<file path="src/include/hbasp_map.svh">
// Constants for the host bus address strobe port: widths, field positions, reset values
`ifndef HBASP_MAP_SVH
`define HBASP_MAP_SVH

`define HBASP_ADDR_W        32
`define HBASP_TC_W          4
`define HBASP_SIZ_W         2
`define HBASP_OFF_W         12
`define HBASP_SYNC_W        36
`define HBASP_SYNC_CLK      0
`define HBASP_SYNC_STRB     1
`define HBASP_SYNC_REGSEL   2
`define HBASP_SYNC_WINSEL   3
`define HBASP_SYNC_ADDR_LO  4
`define HBASP_SYNC_ADDR_HI  35
`define HBASP_ADDR_RST      32'h0000_0000
`define HBASP_TC_RST        4'h0
`define HBASP_SIZ_RST       2'h0
`define HBASP_OFF_RST       12'h000

`endif

</file>
<file path="src/include/hbasp_pkg.sv">
// Types shared by the host bus address strobe port
package hbasp_pkg;
`include "hbasp_map.svh"

    typedef logic [`HBASP_ADDR_W-1:0] hbasp_addr_t;
    typedef logic [`HBASP_TC_W-1:0]   hbasp_tc_t;
    typedef logic [`HBASP_SIZ_W-1:0]  hbasp_siz_t;
    typedef logic [`HBASP_OFF_W-1:0]  hbasp_off_t;

    // Master side sequencer, one-hot
    typedef enum logic [4:0] {
        HBASP_M_IDLE  = 5'b00001,
        HBASP_M_WRISE = 5'b00010,
        HBASP_M_ADDR  = 5'b00100,
        HBASP_M_STRB  = 5'b01000,
        HBASP_M_NEG   = 5'b10000
    } hbasp_mst_t;

    // Slave side tracker, one-hot
    typedef enum logic [2:0] {
        HBASP_S_IDLE   = 3'b001,
        HBASP_S_ACTIVE = 3'b010,
        HBASP_S_IGNORE = 3'b100
    } hbasp_slv_t;
endpackage

</file>
<file path="src/hdl/hbasp_port.sv">
// Host bus address phase: address and cycle valid strobe, master and slave roles
//
// Operation
// - Drive address only as master, else input
// - Slave captures address at strobe-sampling falling edge
// - Master: address after rise, strobe after fall
// - Drive strobe only as master, else tristate
// - Drive strobe inactive before releasing it
// - Address, codes, direction from preceding rising edge
// - Sample incoming strobe on falling clock edges
// - Claim only with a select sampled low
// - Qualified inputs not needed at strobe assertion
// - Master holds strobe for whole transaction
`timescale 1ns/1ps
`include "hbasp_map.svh"

module hbasp_port
(
    input  wire logic               clk,
    input  wire logic               srst,
    // Host bus pins
    input  wire logic               host_bus_clock,
    input  wire hbasp_pkg::hbasp_addr_t addr_in,
    output hbasp_pkg::hbasp_addr_t  addr_out,
    output logic                    addr_oe_n,
    output hbasp_pkg::hbasp_tc_t    transfer_code_out,
    output hbasp_pkg::hbasp_siz_t   byte_count_code_out,
    output logic                    rw_out,
    input  wire logic               cycle_valid_strobe_n_in,
    output logic                    cycle_valid_strobe_n_out,
    output logic                    cycle_valid_strobe_oe_n,
    input  wire logic               register_select_n,
    input  wire logic               bridge_window_select_n,
    // Arbitration result from the arbiter
    input  wire logic               bus_owned,
    // Master request side
    input  wire logic               mst_req,
    input  wire hbasp_pkg::hbasp_addr_t mst_addr,
    input  wire hbasp_pkg::hbasp_tc_t   mst_tc,
    input  wire hbasp_pkg::hbasp_siz_t  mst_siz,
    input  wire logic               mst_rw,
    input  wire logic               mst_done,
    output logic                    mst_busy,
    // Slave side results
    output logic                    slv_claim,
    output logic                    slv_end,
    output logic                    slv_active,
    output hbasp_pkg::hbasp_addr_t  slv_addr,
    output hbasp_pkg::hbasp_off_t   slv_offset,
    output logic                    slv_to_regs,
    output logic                    slv_to_window
);
    import hbasp_pkg::*;

    ////////////////////////////////////////////////////////////////////////////
    // Pin synchronisers and host clock edge detection

    logic [`HBASP_SYNC_W-1:0] sync1_q;
    logic [`HBASP_SYNC_W-1:0] sync2_q;
    logic                     hclk_d_q;
    logic                     hclk_rise;
    logic                     hclk_fall;
    logic                     strb_s;
    logic                     regsel_s;
    logic                     winsel_s;
    hbasp_addr_t              addr_s;

    // Two stages on every pin; all pins lag equally so sampling stays aligned
    always_ff @(posedge clk)
    begin
        if (srst)
        begin
            sync1_q  <= {`HBASP_SYNC_W{1'b1}};
            sync2_q  <= {`HBASP_SYNC_W{1'b1}};
            hclk_d_q <= 1'b1;
        end
        else
        begin
            sync1_q  <= {addr_in, bridge_window_select_n, register_select_n,
                         cycle_valid_strobe_n_in, host_bus_clock};
            sync2_q  <= sync1_q;
            hclk_d_q <= sync2_q[`HBASP_SYNC_CLK];
        end
    end

    // Edges seen only on the second stage
    assign hclk_rise = sync2_q[`HBASP_SYNC_CLK] & ~hclk_d_q;
    assign hclk_fall = ~sync2_q[`HBASP_SYNC_CLK] & hclk_d_q;
    assign strb_s    = sync2_q[`HBASP_SYNC_STRB];
    assign regsel_s  = sync2_q[`HBASP_SYNC_REGSEL];
    assign winsel_s  = sync2_q[`HBASP_SYNC_WINSEL];
    assign addr_s    = sync2_q[`HBASP_SYNC_ADDR_HI:`HBASP_SYNC_ADDR_LO];

    ////////////////////////////////////////////////////////////////////////////
    // Master sequencer

    hbasp_mst_t  mst_q, mst_d;
    hbasp_addr_t addr_q, addr_d;
    hbasp_tc_t   tc_q, tc_d;
    hbasp_siz_t  siz_q, siz_d;
    logic        rw_q, rw_d;
    logic        aoe_n_q, aoe_n_d;
    logic        strb_q, strb_d;
    logic        soe_n_q, soe_n_d;
    logic        slv_idle;

    // Next state and pin drive; pin values follow the state we enter
    always_comb
    begin
        mst_d   = mst_q;
        addr_d  = addr_q;
        tc_d    = tc_q;
        siz_d   = siz_q;
        rw_d    = rw_q;
        unique case (mst_q)
            HBASP_M_IDLE:
            begin
                // Refuse a start while a foreign transaction is in progress
                if (mst_req && slv_idle)
                begin
                    mst_d  = HBASP_M_WRISE;
                    addr_d = mst_addr;
                    tc_d   = mst_tc;
                    siz_d  = mst_siz;
                    rw_d   = mst_rw;
                end
            end
            HBASP_M_WRISE:
            begin
                if (bus_owned && hclk_rise)
                    mst_d = HBASP_M_ADDR;
            end
            HBASP_M_ADDR:
            begin
                if (hclk_fall)
                    mst_d = HBASP_M_STRB;
            end
            HBASP_M_STRB:
            begin
                if (mst_done)
                    mst_d = HBASP_M_NEG;
            end
            HBASP_M_NEG:
            begin
                if (hclk_rise)
                    mst_d = HBASP_M_IDLE;
            end
        endcase
        // address driven only while owning bus
        aoe_n_d = ~(bus_owned && (mst_d == HBASP_M_ADDR || mst_d == HBASP_M_STRB
                                  || mst_d == HBASP_M_NEG));
        soe_n_d = aoe_n_d;
        strb_d  = (mst_d != HBASP_M_STRB);
    end

    // Register master state and every pin output
    always_ff @(posedge clk)
    begin
        if (srst)
        begin
            mst_q   <= HBASP_M_IDLE;
            addr_q  <= `HBASP_ADDR_RST;
            tc_q    <= `HBASP_TC_RST;
            siz_q   <= `HBASP_SIZ_RST;
            rw_q    <= 1'b1;
            aoe_n_q <= 1'b1;
            strb_q  <= 1'b1;
            soe_n_q <= 1'b1;
        end
        else
        begin
            mst_q   <= mst_d;
            addr_q  <= addr_d;
            tc_q    <= tc_d;
            siz_q   <= siz_d;
            rw_q    <= rw_d;
            aoe_n_q <= aoe_n_d;
            strb_q  <= strb_d;
            soe_n_q <= soe_n_d;
        end
    end

    assign addr_out                 = addr_q;
    assign addr_oe_n                = aoe_n_q;
    assign transfer_code_out        = tc_q;
    assign byte_count_code_out      = siz_q;
    assign rw_out                   = rw_q;
    assign cycle_valid_strobe_n_out = strb_q;
    assign cycle_valid_strobe_oe_n  = soe_n_q;
    assign mst_busy                 = (mst_q != HBASP_M_IDLE);

    ////////////////////////////////////////////////////////////////////////////
    // Slave tracker

    hbasp_slv_t  slv_q, slv_d;
    hbasp_addr_t saddr_q, saddr_d;
    logic        sreg_q, sreg_d;
    logic        swin_q, swin_d;
    logic        claim_q, claim_d;
    logic        end_q, end_d;
    logic        slv_ok;

    // Own strobe shows on the input too; ignore it only while we drive the pin
    assign slv_ok   = soe_n_q;
    assign slv_idle = (slv_q == HBASP_S_IDLE);

    // Decisions only at falling edges; setup is met there, not at the strobe edge
    always_comb
    begin
        slv_d   = slv_q;
        saddr_d = saddr_q;
        sreg_d  = sreg_q;
        swin_d  = swin_q;
        claim_d = 1'b0;
        end_d   = 1'b0;
        if (hclk_fall && slv_ok)
        begin
            unique case (slv_q)
                HBASP_S_IDLE:
                begin
                    if (!strb_s)
                    begin
                        saddr_d = addr_s;
                        sreg_d  = ~regsel_s;
                        swin_d  = ~winsel_s & regsel_s;
                        if (!regsel_s || !winsel_s)
                        begin
                            slv_d   = HBASP_S_ACTIVE;
                            claim_d = 1'b1;
                        end
                        else
                            slv_d = HBASP_S_IGNORE;
                    end
                end
                HBASP_S_ACTIVE:
                begin
                    if (strb_s)
                    begin
                        slv_d = HBASP_S_IDLE;
                        end_d = 1'b1;
                    end
                end
                HBASP_S_IGNORE:
                begin
                    if (strb_s)
                        slv_d = HBASP_S_IDLE;
                end
            endcase
        end
    end

    // Register slave state and results
    always_ff @(posedge clk)
    begin
        if (srst)
        begin
            slv_q   <= HBASP_S_IDLE;
            saddr_q <= `HBASP_ADDR_RST;
            sreg_q  <= 1'b0;
            swin_q  <= 1'b0;
            claim_q <= 1'b0;
            end_q   <= 1'b0;
        end
        else
        begin
            slv_q   <= slv_d;
            saddr_q <= saddr_d;
            sreg_q  <= sreg_d;
            swin_q  <= swin_d;
            claim_q <= claim_d;
            end_q   <= end_d;
        end
    end

    assign slv_claim     = claim_q;
    assign slv_end       = end_q;
    assign slv_active    = (slv_q == HBASP_S_ACTIVE);
    assign slv_addr      = saddr_q;
    // upper address bits ignored for offset
    assign slv_offset    = saddr_q[`HBASP_OFF_W-1:0];
    assign slv_to_regs   = sreg_q;
    assign slv_to_window = swin_q;

endmodule // hbasp_port

</file>
<file path="config.mk">
export PLATFORM = sky130hd
export DESIGN_NAME = hbasp_port
export DESIGN_NICKNAME = d
export VERILOG_FILES = /design/src/include/hbasp_pkg.sv /design/src/hdl/hbasp_port.sv
export VERILOG_INCLUDE_DIRS = /design/src /design/src/include
export SDC_FILE = /design/constraint.sdc
export NUM_CORES = 1
export LEC_CHECK = 0
export ABC_CLOCK_PERIOD_IN_PS = 1900
export BUFFER_PORTS_ARGS = -buffer_cell sky130_fd_sc_hd__buf_4
export CORE_MARGIN = 2
export CORE_UTILIZATION = 39
export DETAILED_ROUTE_END_ITERATION = 10
export PLACE_DENSITY = 0.75
export SETUP_SLACK_MARGIN = 0.15
export SLEW_MARGIN = 20
export SYNTH_ARGS = -nofsm -noshare
export SYNTH_HDL_FRONTEND = slang
export SYNTH_SLANG_ARGS = --single-unit
</file>
<file path="constraint.sdc">
create_clock -name clk -period 1.9 [get_ports clk]
set_clock_uncertainty 0.1 [all_clocks]
set_input_delay 0.19 -clock clk [delete_from_list [all_inputs] [get_ports clk]]
set_output_delay 0.19 -clock clk [all_outputs]
set_load 0.02 [all_outputs]
</file>
=== After elaboration in Yosys (flattened, before gate mapping) ===
Cells that the tools add are included.

* Eq/ne operators: 15
* Mux-type cells: 12
* Bitwise logic cells: 12
* Reductions and logical operators: 15

{| class="wikitable"
|+ Operators by type and width
! operator !! count
|-
| 5-bit two-way mux || 5
|-
| 5-bit case mux with 5 select lines || 1
|-
| 5-bit by 3-bit equality test with 1-bit output, second input constant || 2
|-
| 5-bit by 4-bit equality test with 1-bit output, second input constant || 2
|-
| 5-bit equality test, second input constant || 2
|-
| 3-bit two-way mux || 3
|-
| 1-bit NOT || 9
|-
| 3-bit case mux with 2 select lines || 1
|-
| 3-bit AND reduction || 2
|-
| 5-bit by 1-bit equality test with 1-bit output, second input constant || 1
|-
| 5-bit by 2-bit equality test with 1-bit output, second input constant || 1
|-
| 5-bit by 1-bit inequality test with 1-bit output, second input constant || 1
|-
| 5-bit by 4-bit inequality test with 1-bit output, second input constant || 1
|-
| 1-bit logical AND || 4
|-
| 4-bit OR reduction || 1
|-
| 1-bit bitwise AND || 3
|-
| 3-bit by 1-bit equality test with 1-bit output, second input constant || 1
|-
| 3-bit by 2-bit equality test with 1-bit output, second input constant || 1
|-
| 3-bit equality test, second input constant || 1
|-
| 1-bit logical OR || 3
|-
| 3-bit OR reduction || 1
|-
| 1-bit logical NOT || 2
|-
| 1-bit two-way mux || 2
|-
| 2-bit by 1-bit inequality test with 1-bit output, second input constant || 1
|-
| other kinds (3) || 3
|}

* Bits of input ports: 80
* Output and inout bits: 92
* Bits in registers: 158

=== Logic depth before layout (Yosys ltp) ===
* Depth in word-level cells: 10
* Gate-level depth with buffers: 8
* Depth with buffers taken out: 5

=== Least setup slack after synthesis ===
Ideal clock, no wire load.

* Path type: reg2reg
* From: register mst_q[4]
* To: register soe_n_q (netlist: cycle_valid_strobe_oe_n)
* Period minus slack after synthesis: 2,016 ps
* Data required time: 1,705 ps
* Arrival time: 1,820 ps
* Cell stages (with the launch flop): 7
* Slack: -116 ps
* Setup time: 95 ps
* Buffers on the path: 1
* Cells stage by stage: dfxtp_1 > buf_6 > or4_4 > or3_1 > a31o_1 > and3_1 > o311ai_1

* Longest elaborated chain between the ends: 7
* Elaborated cells between the ends (all ways): 18
* Those cells by class: 8 x eq/ne; 6 x mux; 1 x bitwise; 3 x reduce/logical

{| class="wikitable"
|+ Ends and longest elaborated chain
! element !! RTL line !! source
|-
| start, declared || hbasp_port.sv:97 || <nowiki>hbasp_mst_t mst_q, mst_d;</nowiki>
|-
| start signal, assigned || hbasp_port.sv:172 || <nowiki>mst_q <= mst_d;</nowiki>
|-
| 5-bit equality test (tied with other cells) || hbasp_port.sv:115 || <nowiki>unique case (mst_q)</nowiki>
|-
| 5-bit case mux with 5 select lines * || hbasp_port.sv:115 ||
|-
| 5-bit by 3-bit equality test with 1-bit output / 5-bit by 4-bit equality test with 1-bit output (equally long branches) || hbasp_port.sv:150 || <nowiki>aoe_n_d = ~(bus_owned && (mst_d == HBASP_M_ADDR || mst_d == HBASP_M_STRB</nowiki>
|-
| 1-bit logical OR || hbasp_port.sv:150 ||
|-
| 1-bit logical OR * || hbasp_port.sv:151 || <nowiki>|| mst_d == HBASP_M_NEG));</nowiki>
|-
| 1-bit logical AND * || hbasp_port.sv:150 ||
|-
| 1-bit NOT * || hbasp_port.sv:150 ||
|-
| end signal, assigned || hbasp_port.sv:179 || <nowiki>soe_n_q <= soe_n_d;</nowiki>
|-
| end, declared || hbasp_port.sv:104 || <nowiki>logic soe_n_q, soe_n_d;</nowiki>
|}

Every way passes the cells marked *; elsewhere a longest branch is shown, timed or not.
A chain may end at the register's enable or synchronous reset.

=== Worst setup path in the final report ===
Same ends and word-level chain as after synthesis.

==> results.cfg <==
[clock_network]
cts_tree = built
clock_latency_ns = 0.42
clock_sinks = 158
clk_pin_slew_ns = 0.06
cts.path.max_buffers = 2
root_buffer = clkbuf_16
htree_levels = 4
cts_buffers = 17

[timing]
drv_slew = 0
fmax_ghz = 0.503
finalCritPeriodShare = 1.05
rsz0062_at_grt = yes
slew_headroom = 0.594
finalSetupViolations = 1
worst_pin_slew_ns = 0.609
finalHoldViolCount = 0
fin_ws_ns = -0.0895
min_period_ns = 1.99

[placed_design]
gp_congestion = 0.766
dpl_cell_area_um2 = 6740
hpwl_um = 7570
placed_cells = 897
port-buffer-count = 171
place_ws_ns = -0.0928

[setup_path]
ff2ff_setup_slack_ns = -0.09
crit_end = cycle_valid_strobe_oe_n$_SDFF_PP1_
crit_arrival_ns = 2.22
critPathLaunchType = flip-flop
worstPathCellList = or4_4 > or3_4 > a31o_1 > and3_1 > o311ai_1
endpoint_kind = flip-flop
critPathKind = reg2reg
slowest_stage = or4_4
startpoint = mst_q[4]$_SDFF_PP0_
critPathRequiredTime_ns = 2.13
r2r_start = mst_q[4]$_SDFF_PP0_
crit_fanout = 3
slowest_delay_ns = 0.55
worstReg2RegEnd = cycle_valid_strobe_oe_n$_SDFF_PP1_
worst_r2r_path_depth = 5

[pwr]
powerDensity_nw_per_um2 = 859
clkPwrFrac = 0.416
p_int_uw = 5880
sequentialPowerShare = 0.449
total_power_uw = 7820
p_leak_uw = 0.00391
ir_drop_mv = 0.620
p_sw_frac = 0.247
p_sw_uw = 1930
pwr-share-comb = 0.135

[logic_synthesis]
yosys.area_share.simple = 0.248
synth_area_um2 = 5320
synth_seq_cells = 158
syn-num-nets = 665
synth_cells = 585
ys_warn_count = 0
muxShareOfSynthArea = 0.00188
synth_top_family_by_area = simple AND/OR/NAND/NOR gates
synthArstFlopShare = 0
synth_cell_type_count = 42
syn_area_per_cell_um2 = 9.10
synth-compound-area-share = 0.0971
yosysSeqAreaShare = 0.594
synth_edf_count = 0
synthAdderAreaFrac = 0
synth-xor-area-share = 0.00165
synthFlopType = dfxtp_1

[routing]
first_pass_iters = 6
vias = 4918
post-route-drc-count = 0
drtAntennaViolNets = 0
vias_per_cell = 4.76
wl_um = 16200
wire_per_inst_um = 15.7
drt_iter0_markers = 264

[floorplanning]
pin_count = 172
design.core.area_um2 = 13300
initial_core_util = 0.400
dieHeight_um = 121
dieWidth_um = 121
die_area_um2 = 14600
rows = 42

[global_routing]
grt.total_usage = 0.181
grt_pass1_wl_um = 20700
grt.overflow.total = 0
antenna_found_initial = 1
grt_max_degree = 58
grt_pass1_vias = 4290

[final_layout]
drive_gt1_frac = 0.513
nets = 925
final_cells = 1034
final_area_um2 = 9100
syn2layout_area_growth_pct = 71.0

[hold_path]
hold_class = in2reg

[job]
drv_cap = 0

[run_status]
status = finished, violations left
violations = setup timing
==> synthesized netlist by cell type, drive strengths merged (4+ instances only) <==
library cell | instances | share of area
or2 | 74 | 0.087
a21oi | 79 | 0.074
buf | 19 | 0.028
dfxtp | 158 | 0.59
nor3 | 4 | 0.0038
o21ai | 5 | 0.0047
clkbuf | 33 | 0.026
inv | 5 | 0.0035
nor2 | 10 | 0.0071
nand2 | 154 | 0.11
nand3b | 5 | 0.0071
nor4 | 5 | 0.0071
==> per-stage QoR <==
stage | util | TNS, ns | hold WS, ns
after floorplan | - | -0.115 | 0.168
after global placement | 0.507 | -0.0407 | 0.275
after detailed placement | 0.507 | -0.0928 | 0.276
after CTS | 0.608 | -0.0859 | 0.0892
after global routing | 0.684 | -0.182 | 0.144
final | 0.684 | -0.0895 | 0.103
==> registers in the layout, summed over array words and instances (netlist names), 2 cells and up <==
register,flops
mst_q,5
slv_q,3
slv_addr,32
sync1_q,36
transfer_code_out,4
sync2_q,36
byte_count_code_out,2
addr_out,32
==> cell usage in the layout, fill, tap and decap left out, types with 7 or more instances in the layout <==
master / Yosys / layout
nand2_4: 0 / 50
dlygate4sd3_1: 0 / 76
or2_2: 74 / 74
nand2_1: 154 / 102
clkbuf_16: 0 / 24
nor2_1: 10 / 9
buf_4: 14 / 194
a21oi_1: 79 / 30
buf_12: 0 / 7
buf_6: 3 / 7
dfxtp_1: 158 / 154
a21oi_2: 0 / 49
==> worst min path at each step <==
stage | from | to | slack (ns) | depth (start not counted)
final | mst_done | mst_q[4]$_SDFF_PP0_ | 0.10 | 5
after global routing | mst_done | mst_q[4]$_SDFF_PP0_ | 0.14 | 5
after CTS | mst_done | mst_q[4]$_SDFF_PP0_ | 0.09 | 5
after detailed placement | addr_in[22] | sync1_q[26]$_SDFF_PP1_ | 0.28 | 2
after global placement | addr_in[29] | sync1_q[33]$_SDFF_PP1_ | 0.28 | 2
after floorplan | bus_owned | cycle_valid_strobe_oe_n$_SDFF_PP1_ | 0.17 | 1
==> power groups by stage <==
stage / registers (uW) / logic [uW] / clock network, uW
after detailed placement: 3570 / 648 / 0
after floorplan: 3640 / 296 / 0
after global placement: 3570 / 641 / 0
after CTS: 3500 / 780 / 3290
after global routing: 3520 / 1120 / 3440
final: 3510 / 1060 / 3250
==> repair_timing <==
| item | CTS | global route |
|---|---|---|
| setup endpoints to repair | 7 | 73 |
| gates cloned | 0 | 15 |
| endpoints found under the hold margin | 76 | 0 |
| buffers inserted | 2 | 12 |
| hold buffers | 76 | 0 |
| gates resized for setup | 3 | 174 |
| pin swaps | 3 | 52 |
==> final cells by class <==
cell class	count	area, um2
multi-input combinational	372	2510
sequential	158	3170
inverter	5	18.8
tap	176	220
antenna	1	2.50
clock inverter	11	109
fill	941	4200
clock buffer	20	457
timing repair buffer	291	2610
==> cell families after synthesis <==
| family | count (synthesis) |
|---|---|
| xor+xnor | 1 |
| flops | 158 |
| buf+inv | 57 |
| simple gates | 272 |
| compound gates | 96 |
| mux | 1 |
==> critical path: cells and delay by family (launching register included) <==
family | cells | cell delay (ns)
AND/OR/NAND/NOR | 3 | 1.05
AO/OA/AOI/OAI | 2 | 0.43
flip-flops | 1 | 0.31
==> per-layer routing <==
layer / vias up / wire (um) / GRT usage
met5: - / 0 / 0
met4: 0 / 469 / 0.0836
met3: 39 / 842 / 0.0476
met2: 175 / 8270 / 0.310
met1: 2294 / 6610 / 0.210
li1: 2410 / - / -
Note: power is estimated with default switching activity, not from simulation.
